[src/verilog/tcw_pkg.sv]
package tcw_pkg;
  // register byte addresses
  localparam logic [7:0] OFS_CTRL = 8'h00;
  localparam logic [7:0] OFS_COUNT = 8'h04;
  localparam logic [7:0] OFS_CMPA = 8'h08;
  localparam logic [7:0] OFS_FLAGS = 8'h0C;
  localparam logic [7:0] OFS_FORCE = 8'h10;
  localparam logic [7:0] OFS_PORT = 8'h14;
  // control fields
  localparam int CTRL_SEL_LSB = 0;
  localparam int CTRL_MODE_LSB = 2;
  localparam int MODE_MSB_POS = 2;
  // flag, force and port fields
  localparam int FLG_OVF = 0;
  localparam int FLG_CMP = 1;
  localparam int FLG_WAVE = 2;
  localparam int FRC_STROBE = 0;
  localparam int PRT_VAL = 0;
  localparam int PRT_DIR = 1;
  localparam int PRT_PIN = 2;
  // waveform modes
  localparam logic [2:0] MODE_NORMAL = 3'h0;
  localparam logic [2:0] MODE_CTC = 3'h2;
  localparam logic [2:0] MODE_FAST_MAX = 3'h3;
  localparam logic [2:0] MODE_FAST_CMP = 3'h7;
  // output actions
  localparam logic [1:0] ACT_NONE = 2'h0;
  localparam logic [1:0] ACT_TOGGLE = 2'h1;
  localparam logic [1:0] ACT_CLEAR = 2'h2;
  localparam logic [1:0] ACT_SET = 2'h3;
  // count values and reset values
  localparam logic [7:0] CNT_MAX = 8'hFF;
  localparam logic [7:0] CNT_BOTTOM = 8'h00;
  localparam logic [7:0] RST_BYTE = 8'h00;
  localparam logic [2:0] RST_MODE = 3'h0;
  localparam logic [1:0] RST_SEL = 2'h0;
  localparam logic RST_BIT = 1'b0;
  localparam logic [31:0] RST_WORD = 32'h0000_0000;
endpackage : tcw_pkg

[src/verilog/tcw_timer8.sv]
// The placing of the registers and the AHB-Lite interface to the registers are this design's own decisions.
`timescale 1ns/10ps
// Summary of operation
// - nonzero action select routes internal waveform bit to the pin
// - pin drive enable follows the direction bit; software sets it
// - pin override looks at action select only, never at mode
// - internal waveform bit holds state; actions touch it, not pin
// - action select zero leaves the waveform bit alone on match
// - new action applies at next match; force strobe acts at once in modes 0 and 2
// - count sequence set by mode and compare A, never by action select
// - mode 0 counts up always, wraps 0xFF to 0x00
// - normal mode sets overflow in the tick count becomes zero
// - normal mode accepts count writes at any time
// - mode 2 clears counter on compare A match; A is top
// - clear-on-match uses compare A unbuffered; missed match wraps
// - clear-on-match toggle gives period 2*(1+A) ticks
// - clear-on-match sets overflow when passing max to zero
// - modes 3 and 7 count single slope; top 0xFF or A
// - fast PWM clears the counter on the tick after top
// - fast PWM action 2 clears on match, sets at wrap; 3 inverts
// - fast PWM sets overflow each time counter reaches top
// - mode 3: A zero gives narrow pulse; A max gives constant level
// - fast PWM toggle on match; compare A stays double buffered
// - fast PWM toggle only when mode msb is one
// - equal count sets compare flag next tick; write one clears
module tcw_timer8 (
  input wire logic CLK,
  input wire logic RST_N,
  input wire logic CE,
  input wire logic TICK_EN,
  input wire logic HSEL,
  input wire logic [7:0] HADDR,
  input wire logic [1:0] HTRANS,
  input wire logic HWRITE,
  input wire logic [2:0] HSIZE,
  input wire logic [31:0] HWDATA,
  input wire logic HREADY,
  output logic [31:0] HRDATA,
  output logic HREADYOUT,
  output logic HRESP,
  input wire logic WAVE_PIN_I,
  output logic WAVE_PIN_O,
  output logic WAVE_PIN_OE
);

  function automatic logic is_fast(input logic [2:0] m);
    is_fast = (m == tcw_pkg::MODE_FAST_MAX) ||
              (m == tcw_pkg::MODE_FAST_CMP);
  endfunction : is_fast

  function automatic logic is_nonpwm(input logic [2:0] m);
    is_nonpwm = (m == tcw_pkg::MODE_NORMAL) || (m == tcw_pkg::MODE_CTC);
  endfunction : is_nonpwm

  logic [1:0] sel_q;
  logic [2:0] mode_q;
  logic [7:0] count_q;
  logic [7:0] cmp_buf_q;
  logic [7:0] cmp_act_q;
  logic ovf_q;
  logic cmpf_q;
  logic wave_q;
  logic block_q;
  logic port_val_q;
  logic dir_q;
  logic pin_meta_q;
  logic pin_sync_q;
  logic pin_o_q;
  logic pin_oe_q;
  logic [31:0] hrdata_q;
  logic hready_q;
  logic wr_q;
  logic [7:0] addr_q;

  // bus address phase decode
  wire accept = HSEL & HTRANS[1] & HREADY;
  wire do_wr = wr_q & CE;
  wire wr_ctrl = do_wr & (addr_q == tcw_pkg::OFS_CTRL);
  wire wr_count = do_wr & (addr_q == tcw_pkg::OFS_COUNT);
  wire wr_cmpa = do_wr & (addr_q == tcw_pkg::OFS_CMPA);
  wire wr_flags = do_wr & (addr_q == tcw_pkg::OFS_FLAGS);
  wire wr_force = do_wr & (addr_q == tcw_pkg::OFS_FORCE);
  wire wr_port = do_wr & (addr_q == tcw_pkg::OFS_PORT);

  // timer tick qualified by the clock enable
  wire tk = CE & TICK_EN;
  wire mode_norm = (mode_q == tcw_pkg::MODE_NORMAL);
  wire mode_ctc = (mode_q == tcw_pkg::MODE_CTC);
  wire mode_fast = is_fast(mode_q);
  wire mode_np = is_nonpwm(mode_q);
  wire mode_msb = mode_q[tcw_pkg::MODE_MSB_POS];

  // top value and comparator; compare runs against the active copy
  wire [7:0] top_val = (mode_q == tcw_pkg::MODE_FAST_CMP) ? cmp_act_q :
                       tcw_pkg::CNT_MAX;
  wire at_top = (count_q == top_val);
  wire at_max = (count_q == tcw_pkg::CNT_MAX);
  wire match = (count_q == cmp_act_q) & ~block_q;
  wire fast_wrap = mode_fast & at_top;
  wire force_hit = wr_force & HWDATA[tcw_pkg::FRC_STROBE] & mode_np;

  wire cnt_clr = (mode_ctc & match) | fast_wrap;
  wire cnt_run = mode_norm | mode_ctc | mode_fast;
  wire [7:0] cnt_inc = 8'(count_q + 8'h01);
  wire [7:0] cnt_tick = cnt_clr ? tcw_pkg::CNT_BOTTOM : cnt_inc;
  wire [7:0] count_d = wr_count ? HWDATA[7:0] :
                       (tk & cnt_run) ? cnt_tick : count_q;

  // non-pwm writes go straight to the active compare
  // pwm reload only when the counter wraps
  wire [7:0] cmp_act_d = (wr_cmpa & ~mode_fast) ? HWDATA[7:0] :
                         (tk & fast_wrap) ? cmp_buf_q : cmp_act_q;

  // normal overflow on the wrap tick
  wire ovf_set = tk & (((mode_norm | mode_ctc) & at_max) | fast_wrap);
  wire ovf_clr = wr_flags & HWDATA[tcw_pkg::FLG_OVF];
  wire ovf_d = ovf_set | (ovf_q & ~ovf_clr);

  // compare flag set next tick, write one clears, set wins
  wire cmpf_set = tk & match & cnt_run;
  wire cmpf_clr = wr_flags & HWDATA[tcw_pkg::FLG_CMP];
  wire cmpf_d = cmpf_set | (cmpf_q & ~cmpf_clr);

  // match blocking after a count write lasts until the next tick
  wire block_d = wr_count ? 1'b1 : (tk ? 1'b0 : block_q);

  // current select used at each match
  wire np_act_val = (sel_q == tcw_pkg::ACT_TOGGLE) ? ~wave_q :
                    (sel_q == tcw_pkg::ACT_CLEAR) ? 1'b0 :
                    (sel_q == tcw_pkg::ACT_SET) ? 1'b1 : wave_q;

  // wrap sets for action 2, clears for action 3
  // wrap beats a same-tick match so A at top gives a constant level
  // toggle only with the mode msb set
  wire fast_wrap_val = (sel_q == tcw_pkg::ACT_CLEAR);
  wire fast_match_val = (sel_q == tcw_pkg::ACT_SET);
  wire fast_tog = (sel_q == tcw_pkg::ACT_TOGGLE) & mode_msb;
  wire sel_pwm = sel_q[1];
  wire fast_val = (sel_pwm & fast_wrap) ? fast_wrap_val :
                  (sel_pwm & match) ? fast_match_val :
                  (fast_tog & match) ? ~wave_q : wave_q;

  // actions land on the internal waveform bit
  // toggle per match doubles the count period
  // waveform moves only on ticks, except the force strobe
  wire wave_tick = mode_np ? (match ? np_act_val : wave_q) :
                   mode_fast ? fast_val : wave_q;
  wire wave_d = force_hit ? np_act_val : (tk ? wave_tick : wave_q);

  wire pin_o_d = (sel_q != tcw_pkg::ACT_NONE) ? wave_q : port_val_q;

  // read data mux, unmapped addresses read as zero
  logic [31:0] rdata;
  always_comb begin
    rdata = tcw_pkg::RST_WORD;
    case (HADDR)
      tcw_pkg::OFS_CTRL: begin
        rdata[tcw_pkg::CTRL_SEL_LSB +: 2] = sel_q;
        rdata[tcw_pkg::CTRL_MODE_LSB +: 3] = mode_q;
      end
      tcw_pkg::OFS_COUNT: rdata[7:0] = count_q;
      tcw_pkg::OFS_CMPA: rdata[7:0] = cmp_buf_q;
      tcw_pkg::OFS_FLAGS: begin
        rdata[tcw_pkg::FLG_OVF] = ovf_q;
        rdata[tcw_pkg::FLG_CMP] = cmpf_q;
        rdata[tcw_pkg::FLG_WAVE] = wave_q;
      end
      tcw_pkg::OFS_PORT: begin
        rdata[tcw_pkg::PRT_VAL] = port_val_q;
        rdata[tcw_pkg::PRT_DIR] = dir_q;
        rdata[tcw_pkg::PRT_PIN] = pin_sync_q;
      end
      default: rdata = tcw_pkg::RST_WORD;
    endcase
  end

  // bus slave; read data latched at the address phase, zero wait
  always_ff @(posedge CLK) begin
    if (!RST_N) begin
      wr_q <= 1'b0;
      addr_q <= tcw_pkg::RST_BYTE;
      hrdata_q <= tcw_pkg::RST_WORD;
      hready_q <= 1'b1;
    end else if (CE) begin
      wr_q <= accept & HWRITE;
      addr_q <= HADDR;
      hrdata_q <= (accept & ~HWRITE) ? rdata : tcw_pkg::RST_WORD;
      hready_q <= 1'b1;
    end
  end

  // software-written configuration
  always_ff @(posedge CLK) begin
    if (!RST_N) begin
      sel_q <= tcw_pkg::RST_SEL;
      mode_q <= tcw_pkg::RST_MODE;
      cmp_buf_q <= tcw_pkg::RST_BYTE;
      port_val_q <= tcw_pkg::RST_BIT;
      dir_q <= tcw_pkg::RST_BIT;
    end else begin
      if (wr_ctrl) begin
        sel_q <= HWDATA[tcw_pkg::CTRL_SEL_LSB +: 2];
        mode_q <= HWDATA[tcw_pkg::CTRL_MODE_LSB +: 3];
      end
      if (wr_cmpa) begin
        cmp_buf_q <= HWDATA[7:0];
      end
      if (wr_port) begin
        port_val_q <= HWDATA[tcw_pkg::PRT_VAL];
        dir_q <= HWDATA[tcw_pkg::PRT_DIR];
      end
    end
  end

  // count writes win over counting at any time
  always_ff @(posedge CLK) begin
    if (!RST_N) begin
      count_q <= tcw_pkg::RST_BYTE;
      cmp_act_q <= tcw_pkg::RST_BYTE;
      block_q <= 1'b0;
    end else if (CE) begin
      count_q <= count_d;
      cmp_act_q <= cmp_act_d;
      block_q <= block_d;
    end
  end

  // flags and waveform bit
  always_ff @(posedge CLK) begin
    if (!RST_N) begin
      ovf_q <= tcw_pkg::RST_BIT;
      cmpf_q <= tcw_pkg::RST_BIT;
      wave_q <= tcw_pkg::RST_BIT;
    end else if (CE) begin
      ovf_q <= ovf_d;
      cmpf_q <= cmpf_d;
      wave_q <= wave_d;
    end
  end

  // drive enable from direction bit
  // pin input passes two flops before software sees it
  always_ff @(posedge CLK) begin
    if (!RST_N) begin
      pin_o_q <= 1'b0;
      pin_oe_q <= 1'b0;
      pin_meta_q <= 1'b0;
      pin_sync_q <= 1'b0;
    end else if (CE) begin
      pin_o_q <= pin_o_d;
      pin_oe_q <= dir_q;
      pin_meta_q <= WAVE_PIN_I;
      pin_sync_q <= pin_meta_q;
    end
  end

  assign HRDATA = hrdata_q;
  assign HREADYOUT = hready_q;
  assign HRESP = 1'b0;
  assign WAVE_PIN_O = pin_o_q;
  assign WAVE_PIN_OE = pin_oe_q;
endmodule : tcw_timer8

[config.mk]
export PLATFORM = sky130hd
export DESIGN_NAME = tcw_timer8
export DESIGN_NICKNAME = d
export VERILOG_FILES = /design/src/verilog/tcw_pkg.sv /design/src/verilog/tcw_timer8.sv
export SDC_FILE = /design/constraint.sdc
export NUM_CORES = 1
export LEC_CHECK = 0
export ABC_AREA = 1
export ABC_CLOCK_PERIOD_IN_PS = 3100
export BUFFER_PORTS_ARGS = -buffer_cell sky130_fd_sc_hd__buf_2
export CORE_ASPECT_RATIO = 1.75
export CORE_UTILIZATION = 50
export CTS_BUF_LIST = sky130_fd_sc_hd__clkbuf_8
export DETAILED_ROUTE_END_ITERATION = 7
export GPL_TIMING_DRIVEN = 1
export PLACE_DENSITY = 0.74
export SYNTH_ARGS = -nofsm -noshare
export SYNTH_HDL_FRONTEND = slang
export SYNTH_SLANG_ARGS = --single-unit
[constraint.sdc]
create_clock -name CLK -period 3.1 [get_ports CLK]
set_clock_uncertainty 0.2 [all_clocks]
set_input_delay 0.155 -clock CLK [delete_from_list [all_inputs] [get_ports CLK]]
set_output_delay 0.155 -clock CLK [all_outputs]
set_load 0.05 [all_outputs]
==> results of run 1 <==
[routing by layer]
| metal | GRT usage | vias to the layer above |
|---|---|---|
| li1 | - | 1641 |
| met1 | 0.2658 | 1517 |
| met2 | 0.5274 | 147 |
| met3 | 0.04046 | 41 |
| met4 | 0.1916 | 0 |
| met5 | 0 | - |
[cells by family after synthesis]
group,synth area share
adder cells (fa/ha/maj),0.003777
AND/OR/NAND/NOR,0.3068
AO/OA/AOI/OAI,0.1836
XOR/XNOR,0.01322
other,0.002268
flip-flops,0.3385
buffers and inverters,0.1519
[worst paths after layout]
check | startpoint | end | cells past startpoint
max | mode_q[1]$_SDFFE_PN0P_ | cmp_act_q[2]$_SDFFE_PN0P_ | 11
min reg2reg | block_q$_SDFFE_PN0P_ | block_q$_SDFFE_PN0P_ | 2
max reg2reg | mode_q[1]$_SDFFE_PN0P_ | cmp_act_q[2]$_SDFFE_PN0P_ | 11
min | HADDR[2] | addr_q[2]$_SDFFE_PN0P_ | 3
[flip-flops by register name, summed over array words and instances, names as in the netlist, 2 cells and up, named ones only]
register   flops
cmp_buf_q      8
mode_q         3
count_q        8
HRDATA         8
sel_q          2
addr_q         8
cmp_act_q      8
[Yosys cell counts, types with 8 or more instances]
cell,instances
inv_2,8
nor2_1,54
o21ai_1,11
dfxtp_1,56
inv_1,49
a21oi_1,36
o21ai_0,45
buf_4,27
nand2_1,96
nand4_1,9
nand3_1,25
clkbuf_1,8
[worst reg2reg max path: stages, from the launching register on]
cell      delay (ns)
dfxtp_1         0.47
nand2_2         0.20
nor2_4          0.16
inv_1           0.06
o21ai_2         0.07
nand3_2         0.09
clkinv_1        0.07
nand3_2         0.25
nor2_1          0.21
nor2_2          0.11
o21ai_0         0.17
nor2_1          0.06
[layout make-up]
class | count | area, um2
timing repair buffer | 53 | 357.8
tap | 80 | 100.1
clock inverter | 3 | 17.52
clock buffer | 5 | 68.82
multi-input combinational | 360 | 1778
sequential | 56 | 1121
inverter | 59 | 224.0
fill | 621 | 2609
[where the power goes]
part           total (mW)  internal, mW  leakage (nW)  switching (mW)
sequential          0.750         0.736         0.455          0.0145
clock               0.408         0.159        0.0497           0.249
combinational       0.226        0.0584          1.04           0.168
total                1.38         0.953          1.55           0.431
[per-stage QoR]
stage / total power [mW] / instance area (um2) / setup WS (ns)
4_1_cts: 1.393 / 3667 / 0.9289
3_5_place_dp: 0.9725 / 3401 / 0.9423
3_3_place_gp: 0.9686 / 3401 / 0.9645
5_1_grt: 1.441 / 3667 / 0.7346
6_report: 1.384 / 3667 / 0.8828
2_1_floorplan: 0.9514 / 3402 / 1.481
==> impl_metrics.env, run 1 <==
export IMPL_outcome="finished, final reports clean"
export IMPL_final_layout_size_suffix_gt1_frac=0.1493
export IMPL_cts_path_max_buffers=2
export IMPL_grt_pass1_vias=3149
export IMPL_final_cells=616
export IMPL_clock_latency_ns=0.32
export IMPL_drt_wl_total_um=9052
export IMPL_finalCriticalPeriod_ns=2.217
export IMPL_wl_met2_um=4827
export IMPL_layout_common_cells="96 x nand2_1, 56 x dfxtp_1, 54 x nor2_1"
export IMPL_endpoint_kind="register"
export IMPL_worst_pin_slew_ns=0.5449
export IMPL_grt_max_degree=43
export IMPL_slew_headroom=0.6348
export IMPL_cp_cell_sequence="nand2_2, nor2_4, inv_1, o21ai_2, nand3_2, clkinv_1, nand3_2, nor2_1, nor2_2, o21ai_0, nor2_1"
export IMPL_grtUsageTotal=0.2761
export IMPL_worstPathArrival_ns=2.24
export IMPL_path_clk_slew_ns=0.10
export IMPL_crit_type="reg2reg"
export IMPL_dp_cells=590
export IMPL_fmax_mhz=451.0
export IMPL_drtPass1Iterations=5
export IMPL_ir_drop_v=0.0003069
export IMPL_vias_per_cell=5.432
export IMPL_synth_edf_count=0
export IMPL_path_delay_family="simple AND/OR/NAND/NOR gates"
export IMPL_final_common_cell="nand2_1"
export IMPL_antenna_found_initial=0
export IMPL_crit_required_ns=3.12
export IMPL_fp_dieH_um=109.7
export IMPL_hold_worst_slack_ns=0.02935
export IMPL_initial_core_util=0.5277
export IMPL_ys_seq_area_frac=0.3385
export IMPL_utilization=0.5843
export IMPL_power_density_nw_per_um2=377.5
export IMPL_rrSetupSlack_ns=0.88
export IMPL_cts_resized=0
export IMPL_detailed_place_hpwl_um=6872
export IMPL_cts_tree="yes"
export IMPL_fin_setup_tns_ns=0
export IMPL_nets=589
export IMPL_maxSlewViolCount=0
export IMPL_grt_overflow_total=0
export IMPL_grt_pass1_wl_um=14630
export IMPL_gp_congestion=0.9569
export IMPL_drcViolationCount=0
export IMPL_wl_met1_um=3219
export IMPL_async_flop_share=0
export IMPL_synthDominantCellAreaShare=0.3385
export IMPL_die_w_um=63.52
export IMPL_cts_sinks=56
export IMPL_finalHoldViolations=0
export IMPL_clockRootBuffer="clkbuf_8"
export IMPL_syn_to_final_growth_pct=10.73
export IMPL_highest_layer="met4"
export IMPL_leakagePower_nw=1.547
export IMPL_wl_met3_um=432
export IMPL_syn_avg_cell_area_um2=6.718
export IMPL_ant_nets=0
export IMPL_synth_area_leaders="dfxtp_1 34%, nand2_1 11%, o21ai_0 6.8%"
export IMPL_hold_path_class="in2reg"
export IMPL_maxCapViolCount=0
export IMPL_synth_top_area_cell="dfxtp_1"
export IMPL_setup_violations=0
export IMPL_wl_per_cell_um=14.69
export IMPL_rows=38
export IMPL_yosysWarnings=0
export IMPL_core_um2=6276
export IMPL_ioPinCount=89
export IMPL_hold_buffers=18
export IMPL_htree_levels=2
export IMPL_die_area_um2=6966
export IMPL_antenna_cells=0
export IMPL_cp_max_fo=11
export IMPL_syn_area_um2=3312
export IMPL_cp_slowest_stage_delay_ns=0.47
export IMPL_portBuffers=34
export IMPL_yosys_most_used_dff="dfxtp_1"
export IMPL_syn_inst=493
export IMPL_num_vias=3346
export IMPL_synth_seq_cells=56
export IMPL_drt_iter0_markers=204
export IMPL_critical_path_buf_inv_count=2
export IMPL_worstSetupStartpointType="register"
export IMPL_cts_setup_buffers=0
export IMPL_rsz0062_at_grt="false"
export IMPL_critPathSlowestCell="dfxtp_1"
export IMPL_finalCritPeriodShare=0.7152
export IMPL_synth_cell_type_count=38
export IMPL_cts_buffers=5
Note: power is estimated with default switching activity, not from simulation.
==> run 2: changes to the inputs <==
==> config.mk (replaced) <==
export PLATFORM = sky130hd
export DESIGN_NAME = tcw_timer8
export DESIGN_NICKNAME = d
export VERILOG_FILES = /design/src/verilog/tcw_pkg.sv /design/src/verilog/tcw_timer8.sv
export SDC_FILE = /design/constraint.sdc
export NUM_CORES = 1
export LEC_CHECK = 0
export ABC_AREA = 0
export ABC_CLOCK_PERIOD_IN_PS = 1890
export BUFFER_PORTS_ARGS = -buffer_cell sky130_fd_sc_hd__buf_2
export CORE_ASPECT_RATIO = 1.75
export CORE_UTILIZATION = 49
export CTS_BUF_LIST = sky130_fd_sc_hd__clkbuf_8
export DETAILED_ROUTE_END_ITERATION = 7
export GPL_TIMING_DRIVEN = 1
export PLACE_DENSITY = 0.76
export SYNTH_ARGS = -nofsm -noshare
export SYNTH_HDL_FRONTEND = slang
export SYNTH_SLANG_ARGS = --single-unit
==> constraint.sdc (replaced) <==
create_clock -name CLK -period 1.89 [get_ports CLK]
set_clock_uncertainty 0.2 [all_clocks]
set_input_delay 0.0945 -clock CLK [delete_from_list [all_inputs] [get_ports CLK]]
set_output_delay 0.0945 -clock CLK [all_outputs]
set_load 0.05 [all_outputs]
==> impl_metrics.env, run 2 <==
export IMPL_portBuffers=34
export IMPL_fin_setup_tns_ns=-9.459
export IMPL_power_density_nw_per_um2=537.8
export IMPL_synth_most_common_cell="dfxtp_1"
export IMPL_worstHoldEndpoint="block_q$_SDFFE_PN0P_"
export IMPL_rsz0062_at_grt="true"
export IMPL_nets=548
export IMPL_grt_overflow_total=0
export IMPL_synth_cell_type_count=54
export IMPL_dpl_worst_slack_ns=-0.4999
export IMPL_fmax_mhz=413.7
export IMPL_final_common_cell="buf_4"
export IMPL_cts_tree="yes"
export IMPL_fillers=489
export IMPL_crit_type="reg2reg"
export IMPL_finalCritPeriodShare=1.279
export IMPL_syn_to_final_growth_pct=34.27
export IMPL_ant_nets=0
export IMPL_min_from="TICK_EN"
export IMPL_drt_iter0_markers=209
export IMPL_grtUsageTotal=0.2982
export IMPL_ys_seq_area_frac=0.3554
export IMPL_grt_pass1_wl_um=15480
export IMPL_wl_met2_um=5297
export IMPL_grt_pass1_vias=3249
export IMPL_multi_input_area_um2=1976
export IMPL_clock_latency_ns=0.33
export IMPL_synth_common_cells="56 x dfxtp_1, 36 x a21oi_1, 34 x nand2_1, 33 x nor2_1"
export IMPL_cts_buffers=5
export IMPL_die_area_um2=6775
export IMPL_async_flop_share=0
export IMPL_finalHoldViolations=0
export IMPL_r2r_worst_path_cells=7
export IMPL_cp_max_fo=6
export IMPL_gp_congestion=0.9989
export IMPL_clockRootBuffer="clkbuf_8"
export IMPL_synth_edf_count=0
export IMPL_rr_startpoint="count_q[0]$_SDFFE_PN0P_"
export IMPL_path_clk_slew_ns=0.11
export IMPL_dp_cells=541
export IMPL_outcome="complete, but fails checks"
export IMPL_initial_core_util=0.5064
export IMPL_rows=38
export IMPL_grt_max_degree=33
export IMPL_setup_violations=33
export IMPL_critPathSlowestCell="or4_4"
export IMPL_vias_per_cell=5.859
export IMPL_violations="negative setup slack"
export IMPL_total_power_mw=2.278
export IMPL_antenna_cells=0
export IMPL_core_um2=6228
export IMPL_cp_slowest_stage_delay_ns=0.58
export IMPL_yosys_most_used_dff="dfxtp_1"
export IMPL_drt_wl_total_um=9941
export IMPL_die_w_um=62.65
export IMPL_syn_area_um2=3154
export IMPL_htree_levels=2
export IMPL_num_vias=3369
export IMPL_maxSlewViolCount=0
export IMPL_cts_sinks=56
export IMPL_min_delay_path_depth=5
export IMPL_ir_drop_v=0.0007222
export IMPL_drcViolationCount=0
export IMPL_synth_area_leaders="dfxtp_1 36%, mux2i_1 8.9%, buf_4 6.7%"
export IMPL_finalCriticalPeriod_ns=2.417
export IMPL_rrSetupSlack_ns=-0.53
export IMPL_worstPathArrival_ns=2.46
export IMPL_yosysWarnings=0
export IMPL_detailed_place_hpwl_um=7146
export IMPL_synthDominantCellAreaShare=0.3554
export IMPL_fp_dieH_um=108.1
export IMPL_maxCapViolCount=0
export IMPL_layout_common_cells="58 x buf_4, 46 x dfxtp_1, 34 x buf_2"
export IMPL_slew_headroom=0.5751
export IMPL_cp_cell_sequence="inv_2, o22ai_1, or4_4, a31oi_4, o221ai_1, or4b_4, mux2i_1"
export IMPL_worstSetupStartpointType="register"
export IMPL_leakagePower_nw=1.785
export IMPL_final_layout_size_suffix_gt1_frac=0.3434
export IMPL_syn_inst=390
export IMPL_cts_path_max_buffers=2
export IMPL_final_cells=575
export IMPL_antenna_found_initial=0
export IMPL_crit_required_ns=1.94
export IMPL_hold_path_class="in2reg"
export IMPL_highest_layer="met4"
export IMPL_worst_pin_slew_ns=0.6350
export IMPL_layout_setup_ws_ns=-0.5274
export IMPL_endpoint_kind="register"
export IMPL_syn_avg_cell_area_um2=8.088
export IMPL_ioPinCount=89
export IMPL_wl_met3_um=496
export IMPL_synth_seq_cells=56
export IMPL_seq_area_um2=1136
export IMPL_drtPass1Iterations=5
export IMPL_wl_met1_um=3429
export IMPL_synth_top_area_cell="dfxtp_1"
export IMPL_wl_per_cell_um=17.29
-- run 2: stage by stage --
step | area, um2 | hold WS (ns) | utilization
2_1_floorplan | 3303 | 0.02874 | -
4_1_cts | 4130 | 0.02338 | 0.6631
5_1_grt | 4235 | 0.06164 | 0.6800
3_5_place_dp | 3676 | 0.1538 | 0.5902
3_3_place_gp | 3676 | 0.1305 | 0.5902
6_report | 4235 | 0.04420 | 0.6800
-- run 2: cell families after synthesis --
group,after synthesis,synth area share
muxes,31,0.09956
buffers and inverters,60,0.1138
AOI/OAI and AO/OA,100,0.1944
and+or+nand+nor,140,0.2305
adders and majority gates,1,0.003966
other,2,0.002381
DFF,56,0.3554
-- run 2: worst max-delay path by stage --
stage | from | endpoint | slack [ns] | depth (start not counted)
finish | count_q[0]$_SDFFE_PN0P_ | register | -0.53 | 7
global route | cmp_act_q[3]$_SDFFE_PN0P_ | register | -0.59 | 8
floorplan | addr_q[6]$_SDFFE_PN0P_ | cmp_act_q[7]$_SDFFE_PN0P_ | -0.35 | 10
global placement | count_q[2]$_SDFFE_PN0P_ | cmp_act_q[5]$_SDFFE_PN0P_ | -0.41 | 7
detailed placement | cmp_act_q[2]$_SDFFE_PN0P_ | register | -0.50 | 8
CTS | count_q[4]$_SDFFE_PN0P_ | register | -0.43 | 8
-- run 2: report_power, final --
group	leakage, nW	switching [mW]	internal (mW)	total [mW]
Combinational	1.28	0.258	0.123	0.381
Clock	0.0510	0.388	0.293	0.682
Sequential	0.459	0.0182	1.20	1.22
-- run 2: worst max-delay path: cells and delay by family (launching register included) --
family,cells,cell delay [ns]
AO/OA/AOI/OAI,3,0.45
buffers and inverters,1,0.09
flip-flops,1,0.36
multiplexers,1,0.13
AND/OR/NAND/NOR,2,1.11
-- run 2: cell type report --
cell class | instances | share of cell area
Timing Repair Buffer | 118 | 0.2065
Sequential cell | 56 | 0.2682
Multi-Input combinational cell | 298 | 0.4665
Tap cell | 80 | 0.02363
Clock buffer | 6 | 0.01950
Clock inverter | 2 | 0.002363
Inverter | 15 | 0.01329
-- run 2: repair_timing --
item,4_1_cts,5_1_grt
endpoints found under the setup margin,33,35
hold buffers,19,0
resized for setup,44,22
endpoints found under the hold margin,41,0
pin swaps,32,14
buffers inserted,6,3
-- run 2: routing by layer --
| layer | GRT usage | vias to the layer above |
|---|---|---|
| li1 | - | 1557 |
| met1 | 0.2899 | 1581 |
| met2 | 0.5528 | 170 |
| met3 | 0.04536 | 61 |
| met4 | 0.2359 | 0 |
| met5 | 0 | - |
